`config.mk`:
```
export PLATFORM = sky130hd
export DESIGN_NAME = event_counter
export DESIGN_NICKNAME = d
export VERILOG_FILES = /design/src/pkg/event_counter_pkg.sv /design/src/core/event_counter.sv
export VERILOG_INCLUDE_DIRS = /design/src /design/src/pkg
export SDC_FILE = /design/constraint.sdc
export NUM_CORES = 1
export LEC_CHECK = 0
export BUFFER_PORTS_ARGS = -buffer_cell sky130_fd_sc_hd__buf_2
export CAP_MARGIN = 20
export CORE_ASPECT_RATIO = 1.25
export CORE_MARGIN = 1
export CORE_UTILIZATION = 50
export DETAILED_ROUTE_END_ITERATION = 6
export PLACE_DENSITY = 0.7
export SLEW_MARGIN = 20
export SYNTH_ARGS = -nofsm -noshare
export SYNTH_HDL_FRONTEND = slang
export SYNTH_SLANG_ARGS = --single-unit
```
`constraint.sdc`:
```
create_clock -name mclk -period 3.2 [get_ports mclk]
set_input_delay 0.64 -clock mclk [delete_from_list [all_inputs] [get_ports mclk]]
set_output_delay 0.64 -clock mclk [all_outputs]
set_load 0.01 [all_outputs]
```
`src/pkg/event_counter_regs.svh`:
```
// Register offsets, field positions, reset values and limits of the event counter
`ifndef EVENT_COUNTER_REGS_SVH
`define EVENT_COUNTER_REGS_SVH

// Byte offsets on the register bus
`define OFS_CONTROL        5'h00
`define OFS_TARGET         5'h04
`define OFS_LOAD           5'h08
`define OFS_COUNT          5'h0c
`define OFS_STATUS         5'h10

// Control field positions
`define CTRL_DIR_BIT       0
`define CTRL_EDGE_LSB      1
`define CTRL_EDGE_MSB      2
`define CTRL_RESET_EDGE    3
`define CTRL_LATCH_BIT     4

// Status field positions
`define STAT_MATCH_BIT     0
`define STAT_COUNT_ERR     1
`define STAT_RESET_ERR     2

// Count range and reset values
`define VALUE_MAX          14'd9999
`define VALUE_ZERO         14'd0
`define TARGET_RST         14'd0
`define LOAD_RST           14'd0
`define DIR_RST            1'b0
`define EDGE_RST           2'h1
`define RESET_EDGE_RST     1'b1
`define LATCH_RST          1'b0

`endif

```
`src/pkg/event_counter_pkg.sv`:
```
// Types shared by the event counter design
`default_nettype none

package event_counter_pkg;

    // Which transitions of the count input are counted
    typedef enum logic [1:0] {
        EDGE_BOTH = 2'h0,
        EDGE_RISE = 2'h1,
        EDGE_FALL = 2'h2
    } edge_mode_t;

    // Bus slave states, one-hot
    typedef enum logic [1:0] {
        BUS_IDLE = 2'b01,
        BUS_ACK  = 2'b10
    } bus_state_t;

    // Whole state of the counter
    typedef struct packed {
        logic        pulse_s1;
        logic        pulse_s2;
        logic        pulse_prev;
        logic        perr_s1;
        logic        perr_s2;
        logic        rst_s1;
        logic        rst_s2;
        logic        rst_prev;
        logic        rerr_s1;
        logic        rerr_s2;
        logic        dir_down;
        edge_mode_t  edge_mode;
        logic        reset_rise;
        logic        latch;
        logic [13:0] target;
        logic [13:0] load;
        logic [13:0] count;
        logic        match;
        logic        err;
        bus_state_t  bus;
        logic        waitreq;
        logic [31:0] rdata;
    } state_t;

endpackage

`default_nettype wire

```
`src/core/event_counter.sv`:
```
// Edge-counting up/down counter with target match and Avalon-MM registers
//
// Local design decisions: the register offsets and the Avalon-MM register port.
`timescale 1ns/10ps
`default_nettype none
`include "event_counter_regs.svh"

module event_counter
    import event_counter_pkg::*;
(
    // Clock and reset
    input  wire logic        mclk,
    input  wire logic        rstn,
    // Avalon-MM slave
    input  wire logic [4:0]  address,
    input  wire logic        read,
    input  wire logic        write,
    input  wire logic [31:0] writedata,
    output logic      [31:0] readdata,
    output logic             waitrequest,
    // Function block inputs
    input  wire logic        count_pulse_in,
    input  wire logic        count_err_in,
    input  wire logic        reset_pulse_in,
    input  wire logic        reset_err_in,
    // Function block outputs
    output logic             match_out,
    output logic      [13:0] count_value,
    output logic             err_out
);

    // Power-up state
    localparam state_t RESET_STATE = '{
        pulse_s1: 1'b0, pulse_s2: 1'b0, pulse_prev: 1'b0,
        perr_s1: 1'b0, perr_s2: 1'b0,
        rst_s1: 1'b0, rst_s2: 1'b0, rst_prev: 1'b0,
        rerr_s1: 1'b0, rerr_s2: 1'b0,
        dir_down: `DIR_RST,
        edge_mode: edge_mode_t'(`EDGE_RST),
        reset_rise: `RESET_EDGE_RST,
        latch: `LATCH_RST,
        target: `TARGET_RST,
        load: `LOAD_RST,
        count: `LOAD_RST,
        match: 1'b0,
        err: 1'b0,
        bus: BUS_IDLE,
        waitreq: 1'b1,
        rdata: 32'h0
    };

    state_t q;
    state_t d;
    logic   count_hit;
    logic   reset_hit;

    // Edge test against the previous sample
    function automatic logic edge_seen(input logic prev, input logic cur,
                                       input logic rise_ok, input logic fall_ok);
        edge_seen = (rise_ok && !prev && cur) || (fall_ok && prev && !cur);
    endfunction

    // One step of the count with wrap at both ends
    function automatic logic [13:0] step(input logic [13:0] v, input logic down);
        if (down)
        begin
            step = (v == `VALUE_ZERO) ? `VALUE_MAX : 14'(v - 14'd1);
        end
        else
        begin
            step = (v >= `VALUE_MAX) ? `VALUE_ZERO : 14'(v + 14'd1);
        end
    endfunction

    // Qualified edges of the two inputs, each gated by its own error only
    always_comb
    begin
        case (q.edge_mode)
            EDGE_RISE: count_hit = edge_seen(q.pulse_prev, q.pulse_s2, 1'b1, 1'b0);
            EDGE_FALL: count_hit = edge_seen(q.pulse_prev, q.pulse_s2, 1'b0, 1'b1);
            default:   count_hit = edge_seen(q.pulse_prev, q.pulse_s2, 1'b1, 1'b1);
        endcase
        count_hit = count_hit && !q.perr_s2;
        reset_hit = !q.rerr_s2
                    && edge_seen(q.rst_prev, q.rst_s2, q.reset_rise, !q.reset_rise);
    end

    // Next state
    always_comb
    begin
        d = q;
        // Input synchronisers and previous samples
        d.pulse_s1   = count_pulse_in;
        d.pulse_s2   = q.pulse_s1;
        d.pulse_prev = q.pulse_s2;
        d.perr_s1    = count_err_in;
        d.perr_s2    = q.perr_s1;
        d.rst_s1     = reset_pulse_in;
        d.rst_s2     = q.rst_s1;
        d.rst_prev   = q.rst_s2;
        d.rerr_s1    = reset_err_in;
        d.rerr_s2    = q.rerr_s1;
        d.err        = 1'b0;

        // Count: reset first, then stepping
        if (reset_hit)
        begin
            d.count = q.load;
        end
        else if (count_hit)
        begin
            d.count = step(q.count, q.dir_down);
        end

        // Match from the count/target comparison, cleared by a reset edge and held while latch is set
        if (reset_hit)
        begin
            d.match = 1'b0;
        end
        else if (q.latch)
        begin
            d.match = q.match || (q.count == q.target);
        end
        else
        begin
            d.match = (q.count == q.target);
        end

        // Bus slave: one wait cycle, then answer
        case (q.bus)
            BUS_IDLE:
            begin
                d.waitreq = 1'b1;
                if (read || write)
                begin
                    d.bus     = BUS_ACK;
                    d.waitreq = 1'b0;
                    d.rdata   = 32'h0;
                    if (read)
                    begin
                        case (address)
                            `OFS_CONTROL:
                            begin
                                d.rdata[`CTRL_DIR_BIT]                  = q.dir_down;
                                d.rdata[`CTRL_EDGE_MSB:`CTRL_EDGE_LSB]  = q.edge_mode;
                                d.rdata[`CTRL_RESET_EDGE]               = q.reset_rise;
                                d.rdata[`CTRL_LATCH_BIT]                = q.latch;
                            end
                            `OFS_TARGET: d.rdata[13:0] = q.target;
                            `OFS_LOAD:   d.rdata[13:0] = q.load;
                            `OFS_COUNT:  d.rdata[13:0] = q.count;
                            `OFS_STATUS:
                            begin
                                d.rdata[`STAT_MATCH_BIT] = q.match;
                                d.rdata[`STAT_COUNT_ERR] = q.perr_s2;
                                d.rdata[`STAT_RESET_ERR] = q.rerr_s2;
                            end
                            default:     d.rdata = 32'h0;
                        endcase
                    end
                end
            end
            BUS_ACK:
            begin
                d.bus     = BUS_IDLE;
                d.waitreq = 1'b1;
                if (write)
                begin
                    case (address)
                        `OFS_CONTROL:
                        begin
                            d.dir_down   = writedata[`CTRL_DIR_BIT];
                            d.edge_mode  = edge_mode_t'(writedata[`CTRL_EDGE_MSB:`CTRL_EDGE_LSB]);
                            d.reset_rise = writedata[`CTRL_RESET_EDGE];
                            d.latch      = writedata[`CTRL_LATCH_BIT];
                        end
                        `OFS_TARGET:
                        begin
                            // Out-of-range values are ignored
                            if (writedata[31:14] == 18'h0 && writedata[13:0] <= `VALUE_MAX)
                            begin
                                d.target = writedata[13:0];
                            end
                        end
                        `OFS_LOAD:
                        begin
                            if (writedata[31:14] == 18'h0 && writedata[13:0] <= `VALUE_MAX)
                            begin
                                d.load = writedata[13:0];
                            end
                        end
                        default:
                        begin
                            // Read-only and unmapped places keep their data
                            d.rdata = q.rdata;
                        end
                    endcase
                end
            end
            default:
            begin
                d.bus     = BUS_IDLE;
                d.waitreq = 1'b1;
            end
        endcase
    end

    // State register
    always_ff @(posedge mclk or negedge rstn)
    begin
        if (!rstn)
        begin
            q <= RESET_STATE;
        end
        else
        begin
            q <= d;
        end
    end

    // Outputs straight from flops
    assign readdata    = q.rdata;
    assign waitrequest = q.waitreq;
    assign match_out   = q.match;
    assign count_value = q.count;
    assign err_out     = q.err;
endmodule

`default_nettype wire

```
==> parameters.txt, run 1 <==
Parameter                              Value

Timing
  Worst rel slew slack ... 36.96%
  Final period demand of the worst path ... 2.566 ns
  F_max ... around 390 MHz
  Final-report setup violation count ... 0
  Final TNS setup ... 0 ns
  Clock tree skew after final layout ... 0.003935 ns
  Number of max-slew violations in the final report ... 0
  Period Utilization, post-route ... 80.19%
  Actual transition at the worst max-transition pin ... 0.9455 ns
  Number of hold-slack violations in the final timing report ... 0
  Setup repair after global routing missed its margin ... false

Logic synthesis
  Number of standard cells after synthesis ... 457
  Netlist Area Pre-Place ... 0.004656 mm^2
  Most common flop cell mapped by yosys ... sky130_fd_sc_hd__dfrtp_1
  Number of enable flip-flop cells after synthesis ... 0
  Yosys warning count ... 0
  Count of unique library cells instantiated by Yosys ... between 60 and 70
  Share of synthesized registers carrying an async set or reset ... 100.0%
  Sequential-to-total area share from yosys stat ... 40.42%
  Synth Area per Inst ... 10.19 um^2
  #FFs+latches synth ... 75

Worst setup path
  Critical path's most frequent cell ... sky130_fd_sc_hd__o21ai_0
  Slowest Stage Delay on Critical Path ... roughly 0.57 ns
  Category of the critical setup timing path ... reg -> reg
  Critical Path RT ... 3.44 ns
  Endpoint of the lowest-slack register-to-register path ... count_value[3]$_DFFE_PN0P_
  Startpoint of the worst register-to-register path ... count_value[1]$_DFFE_PN0P_
  Type of element capturing the critical path ... flip-flop
  Number of logic stages on the critical path including buffering ... 7
  Bufs and invs on worst path ... 1
  CP cell instances ... inv_1, ha_1, or3b_2, nor4_2, o21ai_0, a211o_1, o21ai_0
  Arrival time at the worst endpoint ... between 2 and 3 ns
  Internal reg-to-reg setup slack ... 0.63 ns
  Setup crit start kind ... flip-flop
  Kind of cell adding the most delay to the critical path ... simple AND/OR/NAND/NOR gates
  Biggest fanout along the worst timing path ... 9
  Cell with the largest stage delay on the worst path ... sky130_fd_sc_hd__or3b_2
  Number of cells traversed by the worst register-to-register path ... 7

Clocking
  Clock buffers created by TritonCTS ... 9
  Total clock sinks ... 75
  Post-CTS Resized ... 0
  Post-CTS setup repair buffer count ... 0
  Clk slew on worst S/H paths ... approximately 0.050 ns
  Hold Buf Count CTS ... 0
  CTS tree ... yes
  Buffer cell driving the clock tree root ... sky130_fd_sc_hd__clkbuf_16
  Clk buf depth ... 2
  Worst-Skew Late Latency ... 0.33 ns
  Maximum level of the CTS H-tree ... 3

Detailed routing
  DRC violations left ... 0
  Antenna violation net count after detailed routing ... 0
  Router iterations before antenna repair ... 5
  Wire length per cell ... 17.93 um
  Detailed-route via count ... 3704
  Count of routing violations after the opening detailed-route iteration ... 270
  Sum of routed wire length over all layers ... 11260 um
  Drt via density ... 5.898

Placed design
  Area post-placement ... 0.004860 mm^2
  Number of buffer cells added on primary ports ... 74
  Weighted congestion at the end of routability-driven global placement ... 0.9197
  DP Wirelength ... 8297 um

GRT
  Initial antenna violation count ... 0
  Total routing usage reported by global routing ... 25.20%
  Maximum number of pins on one net before global-route repair ... between 70 and 80
  Via count of the first global-routing pass ... approximately 3600
  First-pass GRT wire length ... 18370 um
  Overflow left after global routing ... 0

Pwr
  Power Dens Cells ... 622.5 mW/mm^2
  Maximum resistive drop on vdd ... 0.0002976 V
  Static leakage ... 0.002467 uW

Die
  Horiz. Die Dim ... 88.31 um
  Number of ports placed on the die boundary ... 94
  Effective utilization at floorplan ... 51.30%
  Floorplan Core Area ... 0.009076 mm^2
  Chip Height ... approximately 110 um
  Number of core rows ... 39
  Die area ... between 0.009 and 0.01 mm^2

Job
  Max-capacitance violation count ... 0

Cells and area
  Number of diodes ... 0
  Storage element area ... 0.001882 mm^2
  Multi-input gate area ... 0.002290 mm^2
  Number of fillers in the final layout ... 819
  Relative area change from synthesis to final layout ... 10.72%
  Share of layout cells above drive strength 1 ... between 30% and 40%
  Net count, final ... 552
  Final std cell area, no fill ... 0.005155 mm^2

Hold path
  HP Start ... d[84]$_DFF_PN0_
  Class of the tightest hold or removal check ... reg -> reg
  Worst hold stages ... 0
  Worst min-delay path endpoint ... q[84]$_DFF_PN0_

Outcome
  Run status ... complete, no violations
==> routing by layer <==
layer | vias up | track usage, % | wire [um]
li1 | 1698 | - | -
met1 | 1802 | 32.64 | 4822
met2 | 176 | 40.22 | 5519
met3 | 28 | 5.255 | 589
met4 | 0 | 11.75 | 329
met5 | - | 0 | 0
==> synthesized netlist by cell type, types with 3 or more instances <==
cell	instances	area (um^2)
sky130_fd_sc_hd__dfrtp_1	71	1777
sky130_fd_sc_hd__mux2_1	5	56.30
sky130_fd_sc_hd__inv_1	9	33.78
sky130_fd_sc_hd__o221ai_1	5	43.79
sky130_fd_sc_hd__nand2_1	39	146.4
sky130_fd_sc_hd__or3_1	5	31.28
sky130_fd_sc_hd__clkbuf_1	20	75.07
sky130_fd_sc_hd__a22o_1	7	61.31
sky130_fd_sc_hd__mux2_4	10	150.1
sky130_fd_sc_hd__o21ai_0	20	100.1
sky130_fd_sc_hd__a221oi_1	3	26.28
sky130_fd_sc_hd__buf_4	47	352.8
sky130_fd_sc_hd__xor2_1	13	113.9
sky130_fd_sc_hd__xnor2_1	10	87.58
sky130_fd_sc_hd__nor4_1	12	75.07
sky130_fd_sc_hd__nand3_1	9	45.04
sky130_fd_sc_hd__nand4_1	5	31.28
sky130_fd_sc_hd__or4_1	5	37.54
sky130_fd_sc_hd__o22ai_1	3	18.77
sky130_fd_sc_hd__nor3_1	14	70.07
sky130_fd_sc_hd__nor2b_1	3	18.77
sky130_fd_sc_hd__nor2_1	18	67.56
sky130_fd_sc_hd__mux2_2	27	304.0
sky130_fd_sc_hd__ha_1	6	75.07
sky130_fd_sc_hd__mux2i_1	4	40.04
sky130_fd_sc_hd__dfstp_2	4	105.1
sky130_fd_sc_hd__or2_2	3	18.77
sky130_fd_sc_hd__a21oi_1	9	45.04
sky130_fd_sc_hd__o31ai_1	6	45.04
sky130_fd_sc_hd__a22oi_1	15	112.6
==> cell usage in the layout, fill, tap and decap left out, drive strengths merged, types with 5 or more instances in the layout <==
cell type,n
nand3,9
nand4,5
or4,5
nor4,13
a22o,7
conb,19
o31ai,6
a21oi,9
nor2,18
ha,6
xnor2,10
buf,91
or3,5
xor2,13
inv,9
o21ai,21
o221ai,5
dfrtp,71
clkbuf,13
a22oi,15
nand2,39
nor3,14
mux2,42
==> metrics by stage <==
stage	util, %	cells	setup slack, ns	hold slack [ns]	total power [uW]
2_1_floorplan	-	475	0.5558	0.3312	1924
3_3_place_gp	53.54	613	0.3588	0.3334	2198
3_5_place_dp	53.54	613	0.3380	0.3347	2206
4_1_cts	56.80	628	0.6870	0.3467	3216
5_1_grt	56.80	628	0.5423	0.3559	3395
6_report	56.80	628	0.6338	0.3448	3209
==> kinds of logic (layout without fill, tap and decap cells) <==
| logic type | Yosys count | count (layout) | share of synthesized area (%) |
|---|---|---|---|
| buffers and inverters | 85 | 115 | 11.85 |
| muxes | 48 | 48 | 12.79 |
| and+or+nand+nor | 128 | 128 | 14.27 |
| AOI/OAI and AO/OA | 91 | 91 | 14.65 |
| other | 1 | 19 | 0.08055 |
| DFF | 75 | 75 | 40.42 |
| adders and majority gates | 6 | 6 | 1.612 |
| xor gates and xnor gates | 23 | 23 | 4.327 |
==> sequential cells by signal, indices dropped and copies added (netlist names) <==
signal	flops
q	39
count_value	14
readdata	14
waitrequest	1
match_out	1
d	6
==> layout make-up <==
| type | count | share of cell area [%] |
|---|---|---|
| Inverter | 9 | 0.6553 |
| Tap cell | 123 | 2.985 |
| Clock inverter | 2 | 0.6796 |
| Sequential cell | 75 | 36.50 |
| Multi-Input combinational cell | 315 | 44.42 |
| Clock buffer | 13 | 5.049 |
| Timing Repair Buffer | 91 | 9.709 |
==> worst max-delay path by stage <==
stage                               start  slack, ns                         end
2_1_floorplan               writedata[29]       0.56           q[51]$_DFFE_PN0P_
3_3_place_gp                writedata[29]       0.36           q[58]$_DFFE_PN0P_
3_5_place_dp                writedata[29]       0.34           q[61]$_DFFE_PN0P_
4_1_cts                     writedata[29]       0.69           q[61]$_DFFE_PN0P_
5_1_grt        count_value[1]$_DFFE_PN0P_       0.54  count_value[3]$_DFFE_PN0P_
6_report       count_value[1]$_DFFE_PN0P_       0.63  count_value[3]$_DFFE_PN0P_
==> where the power goes <==
group          leakage [uW]  switching [uW]  internal, uW
Clock              0.000146             358           641
Sequential         0.000998            99.2          1050
Combinational       0.00132             658           408
(Power assumes the default switching activity.)
==> run 2: changes to the inputs <==
--- a/config.mk
+++ b/config.mk
@@ -6,13 +6,14 @@
 export SDC_FILE = /design/constraint.sdc
 export NUM_CORES = 1
 export LEC_CHECK = 0
+export ABC_AREA = 1
 export BUFFER_PORTS_ARGS = -buffer_cell sky130_fd_sc_hd__buf_2
 export CAP_MARGIN = 20
 export CORE_ASPECT_RATIO = 1.25
 export CORE_MARGIN = 1
 export CORE_UTILIZATION = 50
 export DETAILED_ROUTE_END_ITERATION = 6
-export PLACE_DENSITY = 0.7
+export PLACE_DENSITY = 0.69
 export SLEW_MARGIN = 20
 export SYNTH_ARGS = -nofsm -noshare
 export SYNTH_HDL_FRONTEND = slang
==> constraint.sdc (replaced) <==
create_clock -name mclk -period 2.4 [get_ports mclk]
set_input_delay 0.48 -clock mclk [delete_from_list [all_inputs] [get_ports mclk]]
set_output_delay 0.48 -clock mclk [all_outputs]
set_load 0.01 [all_outputs]
==> run 2 against run 1 <==
- via count increased by 15%
- clock power is 35% higher
- sequential power up 41%
- final cell count up 31%
- clock-buffer cell count stayed put
- clock skew up 0.0031 ns
- first-iteration DRC count increased by 0.37%
- flip-flop and latch count is the same
- setup slack got worse by 0.31 ns
- design area grew 3.7%
- critical path type unchanged
- critical endpoint is now count_value[1]$_DFFE_PN0P_
- largest cell class unchanged
==> parameters.txt, run 2 <==
Parameter                              Value

Outcome
  Run status ... complete, no violations

Timing
  Worst-case setup margin in the final layout ... 0.3276 ns
  Clock tree skew after final layout ... roughly 0.007 ns
  Worst rel slew slack ... approximately three fifths
  Actual transition at the worst max-transition pin ... 0.5922 ns
  Number of max-slew violations in the final report ... 0
  Setup repair after global routing missed its margin ... false
  Final period demand of the worst path ... 2.072 ns
  F_max ... 482.5 MHz
  Number of hold-slack violations in the final timing report ... 0
  Tightest hold margin ... between 0.1 and 0.15 ns
  Final-report setup violation count ... 0
  Final TNS setup ... 0 ns
  Period Utilization, post-route ... 86.35%

Die
  Effective utilization at floorplan ... 52.47%
  Horiz. Die Dim ... 90.23 um
  Die area ... 0.01013 mm^2
  Floorplan Core Area ... 0.009271 mm^2
  Number of ports placed on the die boundary ... 94
  Chip Height ... 112.3 um
  Number of core rows ... 39

Detailed routing
  Drt via density ... 5.187
  Detailed-route via count ... approximately 4300
  DRC violations left ... 0
  Antenna violation net count after detailed routing ... 0
  Router iterations before antenna repair ... 5
  Wire length per cell ... 15.32 um
  Count of routing violations after the opening detailed-route iteration ... ~270
  Sum of routed wire length over all layers ... 12590 um

Pwr
  Static leakage ... 0.002753 uW
  Internal power summed over all cells ... around 2800 uW
  Switch Pwr ... 1771 uW
  Part of the power in registers ... 35.2%
  Power Dens Cells ... 855.4 mW/mm^2
  Clk pwr share ... 29.6%
  Switching share of total power ... 38.71%
  Logic pwr share ... 35.2%
  Maximum resistive drop on vdd ... 0.0004308 V

Cells and area
  Storage element area ... 0.001882 mm^2
  Net count, final ... about 750
  Multi-input gate area ... 0.002290 mm^2
  Register with the highest flop count ... q
  Number of flip-flops under the largest register name ... 39
  Number of fillers in the final layout ... ~890
  Number of diodes ... 0
  Share of layout cells above drive strength 1 ... 21.75%
  Relative area change from synthesis to final layout ... 9.928%
  Final std cell area, no fill ... 0.005348 mm^2
  Most common library cell in the layout ignoring fill and taps ... sky130_fd_sc_hd__nand2_1
  Leading cell types in the layout, fill and taps excluded ... sky130_fd_sc_hd__nand2_1, sky130_fd_sc_hd__buf_2, sky130_fd_sc_hd__inv_1, sky130_fd_sc_hd__dfrtp_1, sky130_fd_sc_hd__o21ai_0

GRT
  Maximum number of pins on one net before global-route repair ... 42
  First-pass GRT wire length ... 20400 um
  Via count of the first global-routing pass ... 4122
  Initial antenna violation count ... 0
  Total routing usage reported by global routing ... a little over a quarter
  Overflow left after global routing ... 0

Placed design
  Area post-placement ... 0.005052 mm^2
  Post-Place Worst Slack ... 0.4064 ns
  DP Wirelength ... just under 10000 um
  Number of buffer cells added on primary ports ... 74
  Weighted congestion at the end of routability-driven global placement ... 0.9433

Clocking
  Total clock sinks ... between 70 and 80
  Hold Buf Count CTS ... 0
  Clock buffers created by TritonCTS ... 9
  Clk buf depth ... 2
  Maximum level of the CTS H-tree ... 3
  Post-CTS setup repair buffer count ... 0
  CTS tree ... yes
  Clk slew on worst S/H paths ... around 0.06 ns
  Worst-Skew Late Latency ... 0.34 ns
  Buffer cell driving the clock tree root ... sky130_fd_sc_hd__clkbuf_16
  Post-CTS Resized ... 0

Worst setup path
  Startpoint of the worst register-to-register path ... q[81]$_DFFE_PN1P_
  Internal reg-to-reg setup slack ... between 0.3 and 0.4 ns
  Category of the critical setup timing path ... reg -> reg
  Number of logic stages on the critical path including buffering ... 7
  Slowest Stage Delay on Critical Path ... 0.56 ns
  Kind of cell adding the most delay to the critical path ... flip-flops
  Critical path's most frequent cell ... sky130_fd_sc_hd__nand2_1
  Number of cells traversed by the worst register-to-register path ... 7
  Endpoint of the lowest-slack register-to-register path ... count_value[1]$_DFFE_PN0P_
  Cell with the largest stage delay on the worst path ... sky130_fd_sc_hd__dfstp_2
  Arrival time at the worst endpoint ... roughly 2.3 ns
  Setup crit start kind ... flip-flop
  Bufs and invs on worst path ... 2
  CP cell instances ... inv_1, ha_1, o21ai_0, nand2_1, inv_1, nand2_1, nand2_1
  Biggest fanout along the worst timing path ... 14
  Type of element capturing the critical path ... flip-flop
  Critical Path RT ... 2.67 ns

Logic synthesis
  Top cells by count, synth ... sky130_fd_sc_hd__nand2_1, sky130_fd_sc_hd__dfrtp_1, sky130_fd_sc_hd__inv_1
  Sequential-to-total area share from yosys stat ... approximately two fifths
  Yosys warning count ... 0
  #FFs+latches synth ... 75
  Number of standard cells after synthesis ... 649
  Leading cell types by total area after synthesis ... sky130_fd_sc_hd__dfrtp_1, sky130_fd_sc_hd__nand2_1, sky130_fd_sc_hd__buf_4, sky130_fd_sc_hd__inv_1, sky130_fd_sc_hd__o21ai_2
  Cell type with the largest total area after synthesis ... sky130_fd_sc_hd__dfrtp_1
  Synth Area per Inst ... 7.496 um^2
  Most frequently used cell type in the post-synthesis netlist ... sky130_fd_sc_hd__nand2_1
  Number of enable flip-flop cells after synthesis ... 0
  Netlist Area Pre-Place ... 0.004865 mm^2
  Count of unique library cells instantiated by Yosys ... 33
  Synth top area share ... a little over a third
  Most common flop cell mapped by yosys ... sky130_fd_sc_hd__dfrtp_1
  Share of synthesized registers carrying an async set or reset ... 100.0%

Hold path
  Class of the tightest hold or removal check ... in -> async

Job
  Max-capacitance violation count ... 0
run 2: cell types whose count changed after synthesis, moves of 27 or more:
cell,before,now
sky130_fd_sc_hd__mux2_2,27,0
sky130_fd_sc_hd__inv_1,9,71
sky130_fd_sc_hd__nand3_1,9,36
sky130_fd_sc_hd__o21ai_0,20,47
sky130_fd_sc_hd__o21ai_2,0,29
sky130_fd_sc_hd__nand2_1,39,186
run 2: metrics by stage:
step / total power, uW / std cells / utilization, %
finish: 4575 / 822 / 57.68
global route: 4875 / 822 / 57.68
CTS: 4579 / 822 / 57.68
detailed placement: 3221 / 807 / 54.49
global placement: 3183 / 807 / 54.49
floorplan: 2873 / 667 / -
run 2: cells by family after synthesis:
group,count (synthesis),synth area share [%]
compound gates,112,14.07
xor+xnor,15,2.701
fa+ha+maj,6,1.543
buf+inv,140,15.64
flops,75,38.68
other cells,1,0.07709
simple gates,300,27.29
run 2: area by class of cell:
class	count	area share, %
clock inverters	2	0.6551
inverters	75	5.264
repair buffers	82	8.329
clock buffers	13	4.867
well taps	123	2.878
flip-flops and latches	75	35.19
multi-input cells	452	42.82
run 2: power groups by stage:
stage | Sequential [uW] | Clock [uW] | Combinational [uW]
after floorplan | 1500 | 0 | 1370
after global placement | 1620 | 0 | 1560
after detailed placement | 1630 | 0 | 1590
after CTS | 1610 | 1370 | 1600
after global routing | 1630 | 1410 | 1830
final | 1610 | 1350 | 1610
run 2: worst max path at each step:
stage | from | end | slack (ns)
2_1_floorplan | q[81]$_DFFE_PN1P_ | count_value[0]$_DFFE_PN0P_ | 0.67
3_3_place_gp | q[81]$_DFFE_PN1P_ | count_value[0]$_DFFE_PN0P_ | 0.46
3_5_place_dp | q[81]$_DFFE_PN1P_ | count_value[8]$_DFFE_PN0P_ | 0.41
4_1_cts | q[81]$_DFFE_PN1P_ | count_value[1]$_DFFE_PN0P_ | 0.40
5_1_grt | q[81]$_DFFE_PN1P_ | count_value[0]$_DFFE_PN0P_ | 0.19
6_report | q[81]$_DFFE_PN1P_ | count_value[1]$_DFFE_PN0P_ | 0.33
run 2: per-layer routing:
layer  share of wire [%]  vias up  global-route usage, %
li1                    -     2098                      -
met1                  42     1962                  32.63
met2                  47      161                  41.68
met3                 5.1       43                  3.659
met4                 5.5        0                  17.85
met5                   0        -                      0
run 2: worst reg2reg max path, cell delays in order, from the launching register on:
cell	delay, ns
sky130_fd_sc_hd__dfstp_2	0.56
sky130_fd_sc_hd__inv_1	0.05
sky130_fd_sc_hd__ha_1	0.30
sky130_fd_sc_hd__o21ai_0	0.33
sky130_fd_sc_hd__nand2_1	0.34
sky130_fd_sc_hd__inv_1	0.26
sky130_fd_sc_hd__nand2_1	0.07
sky130_fd_sc_hd__nand2_1	0.09
==> run 3: changes to the inputs <==
--- a/config.mk
+++ b/config.mk
@@ -11,9 +11,9 @@
 export CAP_MARGIN = 20
 export CORE_ASPECT_RATIO = 1.25
 export CORE_MARGIN = 1
-export CORE_UTILIZATION = 50
+export CORE_UTILIZATION = 56
 export DETAILED_ROUTE_END_ITERATION = 6
-export PLACE_DENSITY = 0.69
+export PLACE_DENSITY = 0.77
 export SLEW_MARGIN = 20
 export SYNTH_ARGS = -nofsm -noshare
 export SYNTH_HDL_FRONTEND = slang
==> run 3 against run 2 <==
- design area is 1.8% lower
- flip-flop and latch count stayed put
- wire length is 2.9% lower
- clock power is 13% lower
- maximum frequency is 3.5% lower
- utilization is 5.4 points higher
==> parameters.txt, run 3 (synthesized netlist as in run 2, its figures left out) <==
Parameter                              Value

Clocking
  Maximum level of the CTS H-tree ... 3
  Clock buffers created by TritonCTS ... 9
  Total clock sinks ... 75
  Post-CTS Resized ... 0
  Post-CTS setup repair buffer count ... 0
  CTS tree ... yes
  Clk slew on worst S/H paths ... 0.08 ns
  Buffer cell driving the clock tree root ... sky130_fd_sc_hd__clkbuf_8
  Worst-Skew Late Latency ... 0.36 ns
  Clk buf depth ... 2
  Hold Buf Count CTS ... 0

Die
  Number of core rows ... 37
  Number of ports placed on the die boundary ... 94
  Effective utilization at floorplan ... 58.38%
  Floorplan Core Area ... 0.008333 mm^2
  Horiz. Die Dim ... 85.37 um
  Chip Height ... between 100 and 150 um
  Die area ... between 0.009 and 0.01 mm^2

Worst setup path
  Type of element capturing the critical path ... flip-flop
  Internal reg-to-reg setup slack ... 0.25 ns
  Cell with the largest stage delay on the worst path ... sky130_fd_sc_hd__dfstp_2
  Biggest fanout along the worst timing path ... 14
  Slowest Stage Delay on Critical Path ... 0.57 ns
  CP cell instances ... inv_1, ha_1, o21ai_0, nand2_1, o22ai_1, inv_1, nand2_1
  Setup crit start kind ... flip-flop
  Endpoint of the lowest-slack register-to-register path ... count_value[3]$_DFFE_PN0P_
  Category of the critical setup timing path ... reg -> reg
  Bufs and invs on worst path ... 2
  Critical Path RT ... 2.71 ns
  Startpoint of the worst register-to-register path ... q[81]$_DFFE_PN1P_
  Arrival time at the worst endpoint ... 2.45 ns
  Launch point of the critical path ... q[81]$_DFFE_PN1P_
  Kind of cell adding the most delay to the critical path ... compound AO/OA/AOI/OAI gates
  Number of cells traversed by the worst register-to-register path ... 7

Placed design
  Weighted congestion at the end of routability-driven global placement ... 0.9572
  Placed Instances ... 780
  Number of buffer cells added on primary ports ... between 70 and 80
  DP Wirelength ... 9354 um
  Area post-placement ... 0.005012 mm^2

Cells and area
  Leading cell types in the layout, fill and taps excluded ... sky130_fd_sc_hd__nand2_1, sky130_fd_sc_hd__buf_2, sky130_fd_sc_hd__inv_1, sky130_fd_sc_hd__dfrtp_1, sky130_fd_sc_hd__o21ai_0
  Relative area change from synthesis to final layout ... 7.999%
  Most common library cell in the layout ignoring fill and taps ... sky130_fd_sc_hd__nand2_1
  Share of layout cells above drive strength 1 ... around 22%
  Register with the highest flop count ... q
  Number of diodes ... 0
  Net count, final ... approximately 750
  Non-filler cells in the finished layout ... 796
  Number of flip-flops under the largest register name ... 39
  Final std cell area, no fill ... 0.005254 mm^2

Timing
  Number of max-slew violations in the final report ... 0
  Clock tree skew after final layout ... about 0.011 ns
  Setup repair after global routing missed its margin ... false
  Worst rel slew slack ... between 60 and 70%
  Period Utilization, post-route ... roughly nine tenths
  Final-report setup violation count ... 0
  Final TNS setup ... 0 ns
  Tightest hold margin ... 0.06595 ns
  F_max ... about 470 MHz
  Number of hold-slack violations in the final timing report ... 0
  Final period demand of the worst path ... around 2.1 ns
  Actual transition at the worst max-transition pin ... 0.5550 ns

Pwr
  Static leakage ... approximately 0.0027 uW
  Maximum resistive drop on vdd ... 0.0004542 V
  Power Dens Cells ... approximately 830 mW/mm^2

GRT
  GR peak layer ... met2
  Met2 demand-to-capacity share in global routing ... 48.85%
  First-pass GRT wire length ... between 20000 and 25000 um
  Maximum number of pins on one net before global-route repair ... 43
  Global-route track usage on met1 ... 36.68%
  Initial antenna violation count ... 0
  Via count of the first global-routing pass ... 4124
  Total routing usage reported by global routing ... 28.89%
  Overflow left after global routing ... 0
  Met3 Resource Use GR ... 4.503%

Detailed routing
  Detailed-route via count ... 4337
  Antenna violation net count after detailed routing ... 0
  Count of routing violations after the opening detailed-route iteration ... 428
  Drt via density ... 5.448
  Sum of routed wire length over all layers ... about 12000 um
  Wire length per cell ... 15.36 um
  Router iterations before antenna repair ... 6
  DRC violations left ... 0

Outcome
  Run status ... complete, no violations

Hold path
  Class of the tightest hold or removal check ... in -> async

Job
  Max-capacitance violation count ... 0
run 3: cell count changes in the layout (fill, tap and decap cells not counted), sizes merged:
cell and change:
clkbuf -3, clkinvlp +2, buf -1, bufinv +2
run 3: final cells by class:
type                       instances  area (um^2)
clock inverter                     6        113.9
timing repair buffer              81        437.9
inverter                          75        281.5
fill                             776         3079
tap                               97        121.4
clock buffer                      10        127.6
sequential                        75         1882
multi-input combinational        452         2290
run 3: worst max-delay path by stage:
stage | slack, ns | depth (start not counted) | endpoint
CTS | 0.33 | 7 | count_value[3]$_DFFE_PN0P_
global placement | 0.47 | 8 | count_value[9]$_DFFE_PN0P_
detailed placement | 0.35 | 7 | count_value[3]$_DFFE_PN0P_
finish | 0.25 | 7 | count_value[3]$_DFFE_PN0P_
global route | 0.10 | 7 | count_value[11]$_DFFE_PN0P_
floorplan | 0.67 | 9 | count_value[0]$_DFFE_PN0P_
run 3: power breakdown:
part	internal [uW]	leakage, uW	switching (uW)
sequential	1390	0.00100	226
clock	692	0.000113	486
combinational	545	0.00160	1050
run 3: per-layer routing:
layer | up-vias | wire length, um
met4 | 0 | 364
met2 | 193 | 6142
met1 | 2016 | 4979
li1 | 2099 | -
met5 | - | 0
met3 | 29 | 740
run 3: metrics by stage:
stage | setup WS, ns | power (uW) | utilization, %
floorplan | 0.6728 | 2873 | -
detailed placement | 0.3453 | 3197 | 60.15
global route | 0.1023 | 4655 | 63.05
CTS | 0.3348 | 4373 | 63.05
finish | 0.2533 | 4387 | 63.05
global placement | 0.4740 | 3147 | 60.15
